**src/hdl/dpt_pkg.sv**
```systemverilog
// Constants shared by the DDR3 PHY initialisation and training block
package dpt_pkg;

  localparam int CLK_MHZ        = 40;
  localparam int CLK_PERIOD_NS  = 25;

  // Memory power-up reset wait
  localparam int RST_WAIT_US    = 200;
  localparam int RST_WAIT_CYC   = RST_WAIT_US * CLK_MHZ;

  // Spacing between mode register commands, a least time
  localparam int CMD_GAP_NS     = 100;
  localparam int CMD_GAP_CYC    =
    (CMD_GAP_NS + CLK_PERIOD_NS - 1) / CLK_PERIOD_NS;

  // Settle time after each leveling strobe, a least time
  localparam int WL_SETTLE_NS   = 50;
  localparam int WL_SETTLE_CYC  =
    (WL_SETTLE_NS + CLK_PERIOD_NS - 1) / CLK_PERIOD_NS;

  // Read command to gate rise, and gate length (burst of four)
  localparam int RD_LAT_CYC     = 4;
  localparam int BURST_CYC      = 2;

  // Memory command codes
  localparam logic [2:0] CMD_NOP  = 3'h0;
  localparam logic [2:0] CMD_MRS  = 3'h1;
  localparam logic [2:0] CMD_ZQCL = 3'h2;
  localparam logic [2:0] CMD_READ = 3'h3;
  localparam logic [2:0] CMD_WLEV = 3'h4;
  localparam int         INIT_CMDS = 5;

  // APB register byte addresses
  localparam logic [7:0] REG_CTRL   = 8'h00;
  localparam logic [7:0] REG_TRIALS = 8'h04;
  localparam logic [7:0] REG_STATUS = 8'h08;
  localparam logic [7:0] REG_WLDLY  = 8'h0C;
  localparam logic [7:0] REG_PHASE  = 8'h10;

  // Control fields and reset values
  localparam int         CTRL_WL_EN    = 0;
  localparam logic       CTRL_WL_EN_RST = 1'b1;
  localparam int         TRIALS_W      = 4;
  localparam logic [3:0] TRIALS_RST    = 4'h4;

  // Status bit positions
  localparam int ST_CLK_READY = 0;
  localparam int ST_INIT_ACT  = 1;
  localparam int ST_WL_ACT    = 2;
  localparam int ST_COMPLETE  = 3;
  localparam int ST_WRITE_LEVEL_ERROR    = 4;
  localparam int ST_RT_ERR    = 5;
  localparam int ST_RST_DONE  = 6;

  localparam int PHASE_W = 3;
  localparam int GATE_W  = 4;

  typedef enum logic [6:0] {
    DPT_IDLE = 7'b0000001,
    DPT_RSTW = 7'b0000010,
    DPT_MRS  = 7'b0000100,
    DPT_WLEV = 7'b0001000,
    DPT_RTRN = 7'b0010000,
    DPT_UPD  = 7'b0100000,
    DPT_DONE = 7'b1000000
  } dpt_state_e;

endpackage

```
**src/hdl/dpt_phy_init.sv**
```systemverilog
// DDR3 PHY initialisation, leveling, read training and data paths
`timescale 1ns/1ps
module dpt_phy_init #(
  parameter int DQ_W         = 16,
  parameter int GEAR_RATIO   = 2,
  parameter int DLY_W        = 4,
  parameter int RST_WAIT_CYC = dpt_pkg::RST_WAIT_CYC
) (
  input  wire logic                      clk,
  input  wire logic                      rstn,
  input  wire logic                      psel,
  input  wire logic                      penable,
  input  wire logic                      pwrite,
  input  wire logic [7:0]                paddr,
  input  wire logic [31:0]               pwdata,
  output logic      [31:0]               prdata,
  output logic                           pready,
  output logic                           pslverr,
  input  wire logic                      clk_stable,
  output logic                           csm_ready,
  output logic                           io_gear_4to1,
  output logic                           dll_update,
  input  wire logic                      update_done,
  input  wire logic                      init_start,
  input  wire logic                      freq_ratio,
  input  wire logic                      data_byte_disable,
  output logic                           init_complete,
  output logic                           init_active,
  output logic                           wl_active,
  output logic                           write_level_error,
  output logic                           read_train_error,
  output logic                           reset_count_done,
  output logic                           mem_rst_n,
  input  wire logic [2:0]                ctl_cmd,
  input  wire logic                      ctl_cmd_valid,
  output logic [2:0]                     mem_cmd,
  output logic                           mem_cmd_valid,
  output logic [DQ_W/8-1:0]              wl_strobe,
  output logic [DQ_W/8*DLY_W-1:0]        wl_delay,
  input  wire logic [DQ_W/8-1:0]         wl_feedback,
  output logic [3:0]                     read_gate,
  output logic [DQ_W/8*3-1:0]            read_gate_phase_select,
  input  wire logic [DQ_W/8-1:0]         burst_detect_flag,
  input  wire logic                      wrdata_en,
  input  wire logic [4*DQ_W-1:0]         wrdata,
  input  wire logic [DQ_W/2-1:0]         wrdata_mask,
  output logic                           io_wr_en,
  output logic [4*DQ_W-1:0]              io_wrdata,
  output logic [DQ_W/2-1:0]              io_wrmask,
  input  wire logic                      rddata_en,
  input  wire logic [4*DQ_W-1:0]         io_rddata,
  input  wire logic [DQ_W/8-1:0]         read_window_valid,
  output logic [4*DQ_W-1:0]              rddata,
  output logic                           rddata_valid
);

  localparam int G   = DQ_W / 8;
  localparam int GW  = (G > 1) ? $clog2(G) : 1;
  localparam int PW  = dpt_pkg::PHASE_W;
  localparam int CW  = 16;
  localparam int RW  = $clog2(RST_WAIT_CYC + 1);
  localparam logic [DLY_W-1:0] DLY_MAX = {DLY_W{1'b1}};
  localparam logic [PW-1:0]    PH_MAX  = {PW{1'b1}};

  initial begin
    if (DQ_W != 8 && DQ_W != 16 && DQ_W != 32)
      $error("DQ_W must be 8, 16 or 32");
    if (GEAR_RATIO != 2 && GEAR_RATIO != 4)
      $error("GEAR_RATIO must be 2 or 4");
    if (G * DLY_W > 32 || RST_WAIT_CYC < 1)
      $error("Delay fields or reset wait out of range");
  end

  function automatic logic [2:0] init_cmd(input logic [2:0] idx);
    init_cmd = (idx == 3'h4) ? dpt_pkg::CMD_ZQCL : dpt_pkg::CMD_MRS;
  endfunction

  // clk_stable, update_done and wl_feedback pass two flops before use
  logic          stab_s1_r, stab_s2_r;
  logic          upd_s1_r, upd_s2_r;
  logic [G-1:0]  wlfb_s1_r, wlfb_s2_r;

  always_ff @(posedge clk or negedge rstn) begin
    if (!rstn) begin
      stab_s1_r <= 1'b0;
      stab_s2_r <= 1'b0;
      upd_s1_r  <= 1'b0;
      upd_s2_r  <= 1'b0;
      wlfb_s1_r <= '0;
      wlfb_s2_r <= '0;
    end else begin
      stab_s1_r <= clk_stable;
      stab_s2_r <= stab_s1_r;
      upd_s1_r  <= update_done;
      upd_s2_r  <= upd_s1_r;
      wlfb_s1_r <= wl_feedback;
      wlfb_s2_r <= wlfb_s1_r;
    end
  end

  // Sequencer state
  dpt_pkg::dpt_state_e state_r;
  logic [RW-1:0]        rst_cnt_r;
  logic [CW-1:0]        tmr_r;
  logic [2:0]           idx_r;
  logic [GW-1:0]        grp_r;
  logic [1:0]           sub_r;
  logic [3:0]           trial_r;
  logic                 seen_low_r;
  logic                 start_d_r;
  logic                 write_level_error_r, rt_err_r;
  logic [DLY_W-1:0]     dly_r   [G];
  logic [PW-1:0]        phase_r [G];
  logic                 wl_en_r;
  logic [3:0]           trials_r;

  // Gate generator shared by training and normal reads
  logic [dpt_pkg::RD_LAT_CYC-1:0] rd_sr_r;
  logic [1:0]                     gate_cnt_r;
  logic                           gate_on_r;

  wire start_rise  = init_start & ~start_d_r;
  wire train_fire  = (state_r == dpt_pkg::DPT_RTRN) && (sub_r == 2'h0);
  wire norm_fire   = (state_r == dpt_pkg::DPT_DONE) && rddata_en;
  wire gate_end    = gate_on_r && (gate_cnt_r == 2'h1);
  wire [3:0] trials_eff = (trials_r == 4'h0) ? 4'h1 : trials_r;
  wire last_grp    = (grp_r == GW'(G - 1));
  wire burst_ok    = burst_detect_flag[grp_r];
  wire fb_now      = wlfb_s2_r[grp_r];
  wire tmr_zero    = (tmr_r == '0);
  // write_level_error and read_train_error fall with complete, so neither is seen without it
  wire done_hold   = (state_r == dpt_pkg::DPT_DONE) && !start_rise;

  always_ff @(posedge clk or negedge rstn) begin
    if (!rstn) begin
      rd_sr_r    <= '0;
      gate_cnt_r <= 2'h0;
      gate_on_r  <= 1'b0;
    end else begin
      rd_sr_r <= {rd_sr_r[dpt_pkg::RD_LAT_CYC-2:0],
                  train_fire | norm_fire};
      if (rd_sr_r[dpt_pkg::RD_LAT_CYC-1]) begin
        gate_cnt_r <= 2'(dpt_pkg::BURST_CYC);
        gate_on_r  <= 1'b1;
      end else if (gate_on_r) begin
        gate_cnt_r <= gate_cnt_r - 2'h1;
        gate_on_r  <= (gate_cnt_r != 2'h1);
      end
    end
  end

  always_ff @(posedge clk or negedge rstn) begin
    if (!rstn) begin
      state_r    <= dpt_pkg::DPT_IDLE;
      rst_cnt_r  <= '0;
      tmr_r      <= '0;
      idx_r      <= 3'h0;
      grp_r      <= '0;
      sub_r      <= 2'h0;
      trial_r    <= 4'h0;
      seen_low_r <= 1'b0;
      start_d_r  <= 1'b0;
      write_level_error_r   <= 1'b0;
      rt_err_r   <= 1'b0;
      for (int i = 0; i < G; i++) begin
        dly_r[i]   <= '0;
        phase_r[i] <= '0;
      end
    end else begin
      start_d_r <= init_start;
      if (!tmr_zero)
        tmr_r <= tmr_r - CW'(1);
      case (state_r)
        dpt_pkg::DPT_IDLE: begin
          if (start_rise && stab_s2_r) begin
            state_r   <= dpt_pkg::DPT_RSTW;
            rst_cnt_r <= RW'(RST_WAIT_CYC);
          end
        end
        dpt_pkg::DPT_RSTW: begin
          if (rst_cnt_r == '0) begin
            state_r <= dpt_pkg::DPT_MRS;
            idx_r   <= 3'h0;
          end else begin
            rst_cnt_r <= rst_cnt_r - RW'(1);
          end
        end
        dpt_pkg::DPT_MRS: begin
          if (tmr_zero) begin
            if (idx_r == 3'(dpt_pkg::INIT_CMDS)) begin
              write_level_error_r   <= 1'b0;
              rt_err_r   <= 1'b0;
              grp_r      <= '0;
              seen_low_r <= 1'b0;
              sub_r      <= 2'h0;
              trial_r    <= 4'h0;
              for (int i = 0; i < G; i++) begin
                dly_r[i]   <= '0;
                phase_r[i] <= '0;
              end
              // Leveling skipped when software disabled it
              state_r <= wl_en_r ? dpt_pkg::DPT_WLEV
                                 : dpt_pkg::DPT_RTRN;
            end else begin
              idx_r <= idx_r + 3'h1;
              tmr_r <= CW'(dpt_pkg::CMD_GAP_CYC);
            end
          end
        end
        dpt_pkg::DPT_WLEV: begin
          // Strobe, let feedback settle, then look for 0 to 1
          if (sub_r == 2'h0) begin
            sub_r <= 2'h1;
            tmr_r <= CW'(dpt_pkg::WL_SETTLE_CYC);
          end else if (tmr_zero) begin
            sub_r <= 2'h0;
            if (fb_now && seen_low_r) begin
              seen_low_r <= 1'b0;
              if (last_grp) begin
                state_r <= dpt_pkg::DPT_RTRN;
                grp_r   <= '0;
              end else begin
                grp_r <= grp_r + GW'(1);
              end
            end else if (dly_r[grp_r] == DLY_MAX) begin
              write_level_error_r   <= 1'b1;
              seen_low_r <= 1'b0;
              if (last_grp) begin
                state_r <= dpt_pkg::DPT_RTRN;
                grp_r   <= '0;
              end else begin
                grp_r <= grp_r + GW'(1);
              end
            end else begin
              seen_low_r   <= seen_low_r | ~fb_now;
              dly_r[grp_r] <= dly_r[grp_r] + DLY_W'(1);
            end
          end
        end
        dpt_pkg::DPT_RTRN: begin
          if (sub_r == 2'h0) begin
            sub_r <= 2'h1;
          end else if (gate_end) begin
            sub_r <= 2'h0;
            if (burst_ok && trial_r + 4'h1 == trials_eff) begin
              trial_r <= 4'h0;
              if (last_grp)
                state_r <= dpt_pkg::DPT_UPD;
              else
                grp_r <= grp_r + GW'(1);
            end else if (burst_ok) begin
              trial_r <= trial_r + 4'h1;
            end else begin
              // A miss restarts the trials one phase later; at PH_MAX it flags an error instead
              trial_r <= 4'h0;
              if (phase_r[grp_r] == PH_MAX) begin
                rt_err_r <= 1'b1;
                if (last_grp)
                  state_r <= dpt_pkg::DPT_UPD;
                else
                  grp_r <= grp_r + GW'(1);
              end else begin
                phase_r[grp_r] <= phase_r[grp_r] + PW'(1);
              end
            end
          end
        end
        dpt_pkg::DPT_UPD: begin
          if (upd_s2_r && dll_update)
            state_r <= dpt_pkg::DPT_DONE;
        end
        dpt_pkg::DPT_DONE: begin
          // A fresh start re-runs init; memory reset wait is skipped
          if (start_rise) begin
            state_r <= dpt_pkg::DPT_MRS;
            idx_r   <= 3'h0;
          end
        end
        default: state_r <= dpt_pkg::DPT_IDLE;
      endcase
    end
  end

  // Memory command issue
  wire wl_strobe_now = (state_r == dpt_pkg::DPT_WLEV) && (sub_r == 2'h0);
  wire mrs_now = (state_r == dpt_pkg::DPT_MRS) && tmr_zero &&
                 (idx_r != 3'(dpt_pkg::INIT_CMDS));
  wire [2:0] cmd_nxt = mrs_now    ? init_cmd(idx_r) :
                       train_fire ? dpt_pkg::CMD_READ :
                       (state_r == dpt_pkg::DPT_DONE) ? ctl_cmd :
                       dpt_pkg::CMD_NOP;
  wire cmd_v_nxt = mrs_now | train_fire |
                   ((state_r == dpt_pkg::DPT_DONE) & ctl_cmd_valid);

  // Deskew: each lane is held until every lane has seen its window
  logic [4*DQ_W-1:0] rd_hold_r;
  logic [G-1:0]      got_r;
  wire  [G-1:0]      have = got_r | read_window_valid;
  wire               all_in = &have;
  wire  [4*DQ_W-1:0] lane_mux;

  genvar gi;
  generate
    for (gi = 0; gi < G; gi++) begin : g_lane
      assign lane_mux[gi*32 +: 32] = read_window_valid[gi] ?
             io_rddata[gi*32 +: 32] : rd_hold_r[gi*32 +: 32];
      assign wl_delay[gi*DLY_W +: DLY_W] = dly_r[gi];
      assign read_gate_phase_select[gi*3 +: 3] = phase_r[gi];
    end
  endgenerate

  always_ff @(posedge clk or negedge rstn) begin
    if (!rstn) begin
      rd_hold_r    <= '0;
      got_r        <= '0;
      rddata       <= '0;
      rddata_valid <= 1'b0;
    end else begin
      rd_hold_r    <= lane_mux;
      got_r        <= all_in ? '0 : have;
      rddata_valid <= all_in & (state_r == dpt_pkg::DPT_DONE);
      if (all_in)
        rddata <= lane_mux;
    end
  end

  // APB slave; registers ready one cycle after setup
  localparam int TRIALS_W_M1 = dpt_pkg::TRIALS_W - 1;
  logic [31:0] rdata_nxt;
  wire setup   = psel & ~penable;
  wire acc_wr  = psel & penable & pready & pwrite;
  wire hit_ctl = (paddr == dpt_pkg::REG_CTRL);
  wire hit_trl = (paddr == dpt_pkg::REG_TRIALS);
  wire hit_st  = (paddr == dpt_pkg::REG_STATUS);
  wire hit_wl  = (paddr == dpt_pkg::REG_WLDLY);
  wire hit_ph  = (paddr == dpt_pkg::REG_PHASE);
  wire mapped  = hit_ctl | hit_trl | hit_st | hit_wl | hit_ph;
  wire [31:0] status_w = 32'(
      {reset_count_done, rt_err_r, write_level_error_r, init_complete,
       wl_active, init_active, csm_ready});

  always_comb begin
    rdata_nxt = 32'h0;
    if (hit_ctl)
      rdata_nxt[dpt_pkg::CTRL_WL_EN] = wl_en_r;
    if (hit_trl)
      rdata_nxt[TRIALS_W_M1:0] = trials_r;
    if (hit_st)
      rdata_nxt = status_w;
    if (hit_wl)
      rdata_nxt = 32'(wl_delay);
    if (hit_ph)
      rdata_nxt = 32'(read_gate_phase_select);
  end

  always_ff @(posedge clk or negedge rstn) begin
    if (!rstn) begin
      pready   <= 1'b0;
      pslverr  <= 1'b0;
      prdata   <= 32'h0;
      wl_en_r  <= dpt_pkg::CTRL_WL_EN_RST;
      trials_r <= dpt_pkg::TRIALS_RST;
    end else begin
      pready  <= setup;
      pslverr <= setup & ~mapped;
      prdata  <= (setup & ~pwrite) ? rdata_nxt : 32'h0;
      if (acc_wr && hit_ctl)
        wl_en_r <= pwdata[dpt_pkg::CTRL_WL_EN];
      if (acc_wr && hit_trl)
        trials_r <= pwdata[TRIALS_W_M1:0];
    end
  end

  // Registered outputs
  always_ff @(posedge clk or negedge rstn) begin
    if (!rstn) begin
      csm_ready         <= 1'b0;
      io_gear_4to1      <= 1'b0;
      dll_update        <= 1'b0;
      init_complete     <= 1'b0;
      init_active       <= 1'b0;
      wl_active         <= 1'b0;
      write_level_error <= 1'b0;
      read_train_error  <= 1'b0;
      reset_count_done  <= 1'b0;
      mem_rst_n         <= 1'b0;
      mem_cmd           <= dpt_pkg::CMD_NOP;
      mem_cmd_valid     <= 1'b0;
      wl_strobe         <= '0;
      read_gate         <= 4'h0;
      io_wr_en          <= 1'b0;
      io_wrdata         <= '0;
      io_wrmask         <= '0;
    end else begin
      csm_ready     <= stab_s2_r;
      // Gear select; all eclk crossing is inside the I/O cells
      io_gear_4to1  <= (GEAR_RATIO == 4);
      dll_update    <= (state_r == dpt_pkg::DPT_UPD) &&
                       !(upd_s2_r && dll_update);
      init_complete <= done_hold;
      init_active   <= !(state_r == dpt_pkg::DPT_IDLE ||
                         state_r == dpt_pkg::DPT_DONE);
      wl_active     <= (state_r == dpt_pkg::DPT_WLEV);
      write_level_error <= write_level_error_r & done_hold;
      read_train_error  <= rt_err_r & done_hold;
      if (state_r == dpt_pkg::DPT_RSTW && rst_cnt_r == '0)
        reset_count_done <= 1'b1;
      if (state_r == dpt_pkg::DPT_RSTW && rst_cnt_r == '0)
        mem_rst_n <= 1'b1;
      mem_cmd       <= wl_strobe_now ? dpt_pkg::CMD_WLEV : cmd_nxt;
      mem_cmd_valid <= cmd_v_nxt | wl_strobe_now;
      wl_strobe     <= wl_strobe_now ? G'(1) << grp_r : '0;
      read_gate     <= gate_on_r ? {dpt_pkg::GATE_W{1'b1}} : 4'h0;
      io_wr_en      <= wrdata_en;
      io_wrdata     <= wrdata;
      io_wrmask     <= wrdata_mask;
    end
  end

endmodule // dpt_phy_init

```
**config.mk**
```make
export PLATFORM = sky130hd
export DESIGN_NAME = dpt_phy_init
export DESIGN_NICKNAME = d
export VERILOG_FILES = /design/src/hdl/dpt_pkg.sv /design/src/hdl/dpt_phy_init.sv
export SDC_FILE = /design/constraint.sdc
export NUM_CORES = 1
export LEC_CHECK = 0
export ABC_AREA = 0
export ABC_CLOCK_PERIOD_IN_PS = 7600
export BUFFER_PORTS_ARGS = -buffer_cell sky130_fd_sc_hd__buf_2
export CAP_MARGIN = 20
export CORE_MARGIN = 2
export CORE_UTILIZATION = 50
export DETAILED_ROUTE_END_ITERATION = 8
export PLACE_DENSITY = 0.89
export SLEW_MARGIN = 10
export SYNTH_ARGS = -nofsm -noshare
export SYNTH_HDL_FRONTEND = slang
export SYNTH_SLANG_ARGS = --single-unit
```
**constraint.sdc**
```tcl
create_clock -name clk -period 7.6 [get_ports clk]
set_clock_uncertainty 0.1 [all_clocks]
set_input_delay 0.76 -clock clk [delete_from_list [all_inputs] [get_ports clk]]
set_output_delay 0.76 -clock clk [all_outputs]
set_load 0.05 [all_outputs]
```
# --- Yosys cells after proc, flatten, opt, wreduce, memory -nomap -nowiden ---
# Index checks and enable logic that the tools add are counted.
totals:
  register_bits: 340
  inputBits: 198
  wordCells: 301
op_classes:
  addsub: 8
  magnitude_cmp: 3
  eq_ne: 43
  shift: 1
  mux: 128
  bitwise_logic: 27
  reduce_logical: 43
ops:
  columns: ["op", "n"]
  rows:
  - ["$mux W32", 5]
  - ["$mux W7", 18]
  - ["$mux W16", 4]
  - ["$mux W4", 13]
  - ["$pmux W7 S7", 1]
  - ["$mux W8", 6]
  - ["$mux W6", 7]
  - ["$mux W3", 12]
  - ["$ne A2 B2 Y1 const B", 17]
  - ["$mux W1", 33]
  - ["$pmux W16 S2", 1]
  - ["$mux W13", 2]
  - ["$pmux W13 S2", 1]
  - ["$mux W2", 11]
  - ["$reduce_and A5 Y1", 4]
  - ["$eq A8 B4 Y1 const B", 2]
  - ["$logic_and A1 B1 Y1", 16]
  - ["$logic_not A16 Y1", 1]
  - ["$pmux W8 S2", 1]
  - ["$reduce_and A8 Y1", 2]
  - ["$sub A16 B1 Y16 const B", 1]
  - ["$reduce_and A7 Y1", 2]
  - ["$logic_not A13 Y1", 1]
  - ["$reduce_and A13 Y1", 1]
  - ["52 further kinds", 91]

# --- Depth between registers and ports, before layout ---
# Gate-level depths: netlist of the first run.
depth:
  ltp_word: 12
  ltp_mapped: 12
  mapped_depth_nobuf: 9

# --- Worst setup path before layout of the first run ---
# No wires, ideal clock.
synth_path:
  kind: "flip-flop to flip-flop"
  start: "reg grp_r"
  end: "reg state_r[4]"
  setup_time_ps: 128
  t_arrival_ps: 2736
  t_required_ps: 7372
  setup_slack_ps: 4636
  stages_incl_launch_ff: 12
  synth_period_minus_slack_ps: 2964
  cell_sequence: "dfrtp_1 -> buf_2 -> buf_1 -> mux2i_1 -> inv_1 -> ha_1 -> nand4b_1 -> o211ai_1 -> nor2_1 -> or3_4 -> nor3_4 -> mux2_1"
synth_via:
  elab_chain_len: 7
  elab_cells_between_ends: 31
  cone_classes: "eq/ne (5); mux (22); bitwise (1); reduce/logical (3)"
synth_rtl:
  columns: ["element", "line_no", "text"]
  rows:
  - ["start, declared", "dpt_phy_init.sv:106", "logic [GW-1:0] grp_r;"]
  - ["start signal, assigned", "dpt_phy_init.sv:223", "grp_r <= grp_r + GW'(1);"]
  - ["start signal, assigned", "dpt_phy_init.sv:232", "grp_r <= grp_r + GW'(1);"]
  - ["start signal, assigned", "dpt_phy_init.sv:250", "grp_r <= grp_r + GW'(1);"]
  - ["$not A1 Y2 (implied by the code) (tied with other cells)", "dpt_phy_init.sv:225, dpt_phy_init.sv:256", null]
  - ["$mux W4 (implied by the code) (tied with other cells) (3 in series)", "dpt_phy_init.sv:225", "end else if (dly_r[grp_r] == DLY_MAX) begin"]
  - ["$eq A4 B4 Y1 (tied with other cells)", "dpt_phy_init.sv:225", null]
  - ["$ne A3 B3 Y1 (no line) (tied with other cells)", null, null]
  - ["$reduce_and A13 Y1 (no line) / $pmux W7 S7 (equally long branches)", null, null]
  - ["end signal, assigned", "dpt_phy_init.sv:220", "state_r <= dpt_pkg::DPT_RTRN;"]
  - ["end signal, assigned", "dpt_phy_init.sv:229", "state_r <= dpt_pkg::DPT_RTRN;"]
  - ["end signal, assigned", "dpt_phy_init.sv:248", "state_r <= dpt_pkg::DPT_UPD;"]
  - ["end, declared", "dpt_phy_init.sv:102", "dpt_pkg::dpt_state_e state_r;"]
# Parallel ways exist; a longest one is shown, timed or not. The select of a mux whose other input is x is not followed.
# A chain may end at the register's enable or synchronous reset.

# --- Worst setup path after layout of the first run ---
# Ends and elaborated chain as after synthesis.

==> summary.md, run 1 <==
| Metric | Value |
|---|---|
| Antenna Nets Post-Route | 0 |
| Max Clk Rate | between 0.2 and 0.3 GHz |
| Remaining DRCs | 0 |
| Total power | 4880 µW |
| Max Buffers Root-to-Sink | 3 |
| PwrDens | 315 mW/mm² |
| Worst setup EP type | flip-flop |
| Layout cell share with drive strength beyond 1 | 0.448 |
| Clock sinks | roughly 310 |
| Hold Buf Count CTS | 0 |
| Die ar. | 0.0260 mm² |
| Nets | 1,485 |
| Worst vdd ir | between 0.0002 and 0.00025 V |
| HPWL Detailed | between 20,000 and 25,000 µm |
| Gr usage total | 0.214 |
| Top-Level Pins | approximately 400 |
| Worst-case reg-to-reg path depth | 9 |
| CP Launch Type | flip-flop |
| Vias per Instance | ~5.3 |
| Post-Syn Instances | between 900 and 1,000 |
| Area growth, synth to finish | 25.3% |
| TritonCTS clock tree | yes |
| Post-synth ARST share | 1.00 |
| Vias in the first global route | 8,778 |
| Core area | 0.0243 mm² |
| # fillers | roughly 1,800 |
| Synth Warn # | 0 |
| Final WL | 27,900 µm |
| Die Height | between 150 and 200 µm |
| Routed vias | between 8,000 and 9,000 |
| Wire length per cell | 17.1 µm |
| Cts repair resizes | 0 |
| Outcome | complete, no violations |
| Tmin final | about 3.4 ns |
| Actual slew at the worst max-slew pin | approximately 1.1 ns |
| Pre-CTS setup slack | around 4.3 ns |
| Top_reg_cell synth | dfrtp_1 |
| CTS HTree Levels | 2 |
| Worst-Skew Late Latency | between 0.5 and 0.6 ns |
| Setup TNS | 0 ns |
| CP arrival | between 3 and 4 ns |
| Mean area per synthesized cell | about 13 µm² |
| GR Overflow Total | 0 |
| Maxcap violations | 0 |
| CTS clock-pin slew for the worst setup and hold paths | approximately 0.060 ns |
| 1st-iter DRT viols | 447 |
| P_leak | around 0.0075 µW |
| RSZ-0062 raised after global routing | no |
| CP Data Required Time | ~8 ns |
| First-pass GRT wire length | ~45,000 µm |
| Crit Path Max Fanout | 19 |
| Setup violations, final | 0 |
| Gpl congestion | just under 0.9 |
| Final period util | 0.444 |
| Worst setup path category | reg -> reg |
| Synth unique cells | 80 |
| Seq cells post-synth | 312 |
| Setup ws final | roughly 4.2 ns |
| WHS | about 0.21 ns |
| Setup Fix Bufs, Post-CTS | 0 |
| Relative slew slack | 0.291 |
| Final Hold Vio Count | 0 |
| Die Width | about 160 µm |
| Initial antenna violation count | 2 |
| FP Rows | 57 |
| Post-synth EDFFs | 0 |
| Max-slew violation count | 0 |
| First-pass DRT Iterations | 5 |
| Share of the yosys chip area belonging to registers | 0.632 |
| CTS root buf | clkbuf_16 |
| Largest net degree at the start of global routing | around 110 |
| CTS Buf Count | 34 |
| Type of the most critical hold path | in -> async |
| Synth Cell Area | 0.0124 mm² |
| Initial Util | 0.508 |
| Port-buffer cells | 348 |
[area by class of cell]
| class | count | area [µm²] | area share |
|---|---|---|---|
| Timing Repair Buffer | 355 | 1820 | 0.118 |
| Multi-Input combinational cell | 549 | 4200 | 0.271 |
| Clock buffer | 52 | 1040 | 0.0673 |
| Sequential cell | 312 | 7810 | 0.504 |
| Tap cell | 324 | 405 | 0.0262 |
| Antenna cell | 1 | 2.50 | 0.000162 |
| Inverter | 25 | 93.8 | 0.00606 |
| Clock inverter | 9 | 106 | 0.00687 |
[metal layers]
layer / vias up / wire length, µm / track usage
li1: 3916 / - / -
met1: 4246 / 10800 / 0.262
met4: 2 / 885 / 0.0848
met5: - / 13 / 0
met2: 349 / 14100 / 0.364
met3: 65 / 2110 / 0.0555
[per-stage QoR]
| stage | utilization | instance area [µm²] | std cells |
|---|---|---|---|
| CTS | 0.636 | 15500 | 1625 |
| global placement | 0.588 | 14300 | 1564 |
| finish | 0.637 | 15500 | 1627 |
| detailed placement | 0.588 | 14300 | 1564 |
| floorplan | - | 12500 | 949 |
| global route | 0.637 | 15500 | 1627 |
[sequential cells by signal, indices dropped and copies added, names as in the netlist, 2 cells and up]
| signal | flops |
|---|---|
| gate_cnt_r | 2 |
| got_r | 2 |
| idx_r | 3 |
| io_wrdata | 64 |
| io_wrmask | 8 |
| mem_cmd | 3 |
| prdata | 8 |
| rd_hold_r | 64 |
| rd_sr_r | 4 |
| rddata | 64 |
| read_gate_phase_select | 6 |
| rst_cnt_r | 13 |
| state_r | 7 |
| tmr_r | 16 |
| trial_r | 4 |
| trials_r | 4 |
| wl_delay | 8 |
| wl_strobe | 2 |
| wlfb_s1_r | 2 |
| wlfb_s2_r | 2 |
[power breakdown]
group / internal (µW) / total [µW] / switching [µW]
Clock: 1020 / 1640 / 629
Sequential: 1880 / 2040 / 156
Combinational: 385 / 1200 / 811
[critical path: stages (launching register included)]
cell	delay [ns]
dfrtp_1	0.83
mux2i_1	0.22
inv_1	0.11
ha_1	0.25
nand4_1	0.18
o211ai_1	0.22
nor2_1	0.15
or3_4	0.45
nor3_4	0.38
mux2_1	0.35
[worst paths after layout]
check / start / end / slack (ns)
hold / removal: rstn / rd_hold_r[42] / 0.21
min in group clk: wlfb_s1_r[0] / wlfb_s2_r[0] / 0.24
setup reg to reg: grp_r / state_r[4] / 4.22
setup / recovery: grp_r / state_r[4] / 4.22
hold reg to reg: wlfb_s1_r[0] / wlfb_s2_r[0] / 0.24
max in group asynchronous: rstn / io_wrdata[25] / 5.82
[placed cells by master (no fill, tap or decap), drive strengths merged, types with 23 or more instances in the layout]
master and n:
nor2 56, nand2 44, conb 25, inv 24
buf 355, nor3 23, clkbuf 52, dfrtp 309
mux2 141, a21oi 26
[kinds of logic (layout without fill, tap and decap cells)]
logic type,Yosys count,after routing,synth area share
multiplexers,151,151,0.137
adder cells (fa/ha/maj),10,10,0.0101
AND/OR/NAND/NOR,225,225,0.101
flip-flops,312,312,0.632
XOR/XNOR,24,24,0.0170
other,1,26,0.000303
AO/OA/AOI/OAI,114,114,0.0670
buffers and inverters,88,441,0.0366
[synth_stat cells, types with 5 or more instances]
| cell type | instances | area [µm²] |
|---|---|---|
| buf_2 | 5 | 25.0 |
| mux2i_1 | 10 | 100 |
| nand4_1 | 6 | 37.5 |
| nor2b_1 | 8 | 50.1 |
| nor2_1 | 56 | 210 |
| nand3_1 | 19 | 95.1 |
| or4_1 | 5 | 37.5 |
| dfrtp_1 | 309 | 7730 |
| xor2_1 | 8 | 70.1 |
| mux2_2 | 140 | 1580 |
| clkbuf_1 | 21 | 78.8 |
| a22oi_1 | 5 | 37.5 |
| nand2b_1 | 9 | 56.3 |
| nor3_1 | 18 | 90.1 |
| a31oi_1 | 8 | 50.1 |
| and2_1 | 7 | 43.8 |
| o21ai_0 | 17 | 85.1 |
| inv_1 | 24 | 90.1 |
| buf_1 | 7 | 26.3 |
| a21oi_1 | 25 | 125 |
| nand2_1 | 44 | 165 |
| buf_4 | 29 | 218 |
| or3_1 | 7 | 43.8 |
| o211ai_1 | 5 | 37.5 |
| xnor2_1 | 16 | 140 |
| o31ai_1 | 5 | 37.5 |
| nor4_1 | 11 | 68.8 |
| ha_1 | 10 | 125 |
Note: power is estimated with default switching activity, not from simulation.
==> run 2, diff against run 1 <==
- ABC_CLOCK_PERIOD_IN_PS: 7600 -> 3460
- clock period: 7.6 -> 3.46 ns (I/O delays scaled with it)
==> run 2 against run 1 <==
Against the previous run:
- global-route usage rose by 5.1 points
- sequential share of layout area fell by 4.4 points
- die area did not move
- critical endpoint is now rst_cnt_r[2]
- largest power group unchanged
==> summary.md, run 2 (synthesis results as in run 1) <==
| Metric | Value |
|---|---|
| Seq pwr share | 0.416 (about the same) |
| CP arrival | 3.30 ns (-0.37 ns) |
| Initial Util | 0.508 (unchanged) |
| Type of the most critical hold path | in -> reg |
| Setup TNS | 0 ns (unchanged) |
| Grt met1 use | 0.318 (+0.0562) |
| Top-Level Pins | 404 (unchanged) |
| Vias per Instance | 5.32 (+1.0%) |
| FP Rows | 57 (unchanged) |
| CTS root buf | clkbuf_16 |
| First-pass GRT wire length | 54,400 µm (+22%) |
| Sw frac | 0.339 (+0.0116) |
| Worst-Skew Late Latency | 0.51 ns (about the same) |
| RSZ-0062 raised after global routing | no |
| Antenna Nets Post-Route | 0 (unchanged) |
| Final period util | 0.872 (+0.427) |
| R2R Setup Slk | 0.44 ns (-3.78 ns) |
| CTS clock-pin slew for the worst setup and hold paths | 0.06 ns (about the same) |
| Cts repair resizes | 0 (unchanged) |
| Final Core Density | 0.698 (+0.0613) |
| Largest regs | io_wrdata: 64 flops, rd_hold_r: 64 flops, rddata: 64 flops |
| Worst setup path category | reg -> reg |
| GRT busiest layer | met2 |
| Commonest non-fill, non-tap cell in the layout | buf_2 |
| Tmin final | 3.02 ns (-0.362 ns) |
| M2 GR Usage | 0.461 (+0.0977) |
| Relative slew slack | 0.414 (+0.123) |
| Worst-case reg-to-reg path depth | 9 (unchanged) |
| Layout cell share with drive strength beyond 1 | 0.404 (-0.0437) |
| Final Hold Vio Count | 0 (unchanged) |
| CTS HTree Levels | 2 (unchanged) |
| Met3 Use GR | 0.0516 (-0.00385) |
| Crit Path Max Fanout | 13 (-6) |
| 1st-iter DRT viols | 713 (+60%) |
| Maxcap violations | 0 (unchanged) |
| Actual slew at the worst max-slew pin | 0.879 ns (-0.176 ns) |
| Hold depth | 2 |
| Commonest non-fill, non-tap cells in the layout | buf_2 (347), dfrtp_1 (309), dlygate4sd3_1 (149) |
| Remaining DRCs | 0 (unchanged) |
| Final WL | 34,000 µm (+22%) |
| Gate power share | 0.262 (+0.017) |
| Port-buffer cells | 348 (unchanged) |
| Gpl congestion | 0.875 (-1.6%) |
| Int Pwr | 7130 µW (+120%) |
| First-pass DRT Iterations | 5 (unchanged) |
| Vias in the first global route | 10,200 (+16%) |
| Max Clk Rate | 0.332 GHz (+12%) |
| Max Buffers Root-to-Sink | 3 (unchanged) |
| Gr usage total | 0.265 (+0.0512) |
| Total power | 10,800 µW (+120%) |
| Max-slew violation count | 0 (unchanged) |
| CP Data Required Time | 3.74 ns (-4.15 ns) |
| Worst vdd ir | 0.000426 V (+92%) |
| PwrDens | 635 mW/mm² (+100%) |
| Wire length per cell | 19.0 µm (+11%) |
| Nets | 1,644 (+11%) |
| P_leak | 0.00811 µW (+8.4%) |
| Outcome | complete, no violations |
| Die ar. | 0.0260 mm² (unchanged) |
| Largest net degree at the start of global routing | 78 (-27%) |
| TritonCTS clock tree | yes |
| CP Launch Type | flip-flop |
| WHS | 0.0153 ns (-0.191 ns) |
| Net Sw Power | 3660 µW (+130%) |
| Worst setup EP type | flip-flop |
| Clk pwr share | 0.322 (-0.015) |
| Setup violations, final | 0 (unchanged) |
| # fillers | 1,542 (-12%) |
| Clock sinks | 312 (unchanged) |
| Die Height | 161 µm (unchanged) |
| GR Overflow Total | 0 (unchanged) |
| Core area | 0.0243 mm² (unchanged) |
| Initial antenna violation count | 2 (unchanged) |
| CTS Buf Count | 34 (unchanged) |
| Die Width | 161 µm (unchanged) |
| Area growth, synth to finish | 37.3% |
| Routed vias | 9,510 (+11%) |
| HPWL Detailed | 20,600 µm (+1.6%) |
## run 2: through the flow
stage	setup WS (ns)	cell area [µm²]	instances
3_5_place_dp	0.524	14400	1575
5_1_grt	0.207	17000	1786
6_report	0.444	17000	1786
3_3_place_gp	0.595	14400	1575
4_1_cts	0.500	17000	1784
2_1_floorplan	0.496	12500	949
## run 2: worst max-delay path: stages, from the launching register on
cell and delay, ns:
dfrtp_1 0.60, mux2i_1 0.17, inv_1 0.08, ha_1 0.26, nand4_1 0.18, o211ai_1 0.20
nor2_1 0.15, nor3_2 0.35, nand4_2 0.41, a31o_2 0.39
## run 2: layout make-up
type,count,area [µm²],area share
sequential,312,7810,0.460
multi-input combinational,549,4200,0.248
tap,324,405,0.0239
clock inverter,13,146,0.00862
antenna,2,5.00,0.000295
inverter,25,93.8,0.00553
timing repair buffer,514,3400,0.200
clock buffer,47,920,0.0542
## run 2: repair_timing
item / 4_1_cts / 5_1_grt
setup buffers: 0 / 0
hold endpoints to repair: 218 / 0
hold buffers: 149 / 0
## run 2: metal layers
metal | routed length, µm | share of wire
met2 | 17300 | 0.51
met1 | 12900 | 0.38
met5 | 0 | 0
met4 | 1520 | 0.045
met3 | 2200 | 0.065
## run 2: final timing paths
check                              start       endpoint
setup reg to reg                   grp_r   rst_cnt_r[2]
min in group asynchronous           rstn  rd_hold_r[42]
setup / recovery                   grp_r   rst_cnt_r[2]
max in group asynchronous           rstn   io_wrdata[6]
hold / removal             io_rddata[26]  rd_hold_r[26]
hold reg to reg             wlfb_s1_r[1]   wlfb_s2_r[1]
## run 2: power groups by stage
stage | sequential, µW | clock (µW) | combinational (µW)
after CTS | 4470 | 3520 | 2800
final | 4490 | 3470 | 2830
after floorplan | 5220 | 0 | 1250
after detailed placement | 4520 | 0 | 2660
after global placement | 4490 | 0 | 2580
after global routing | 4550 | 3720 | 3020
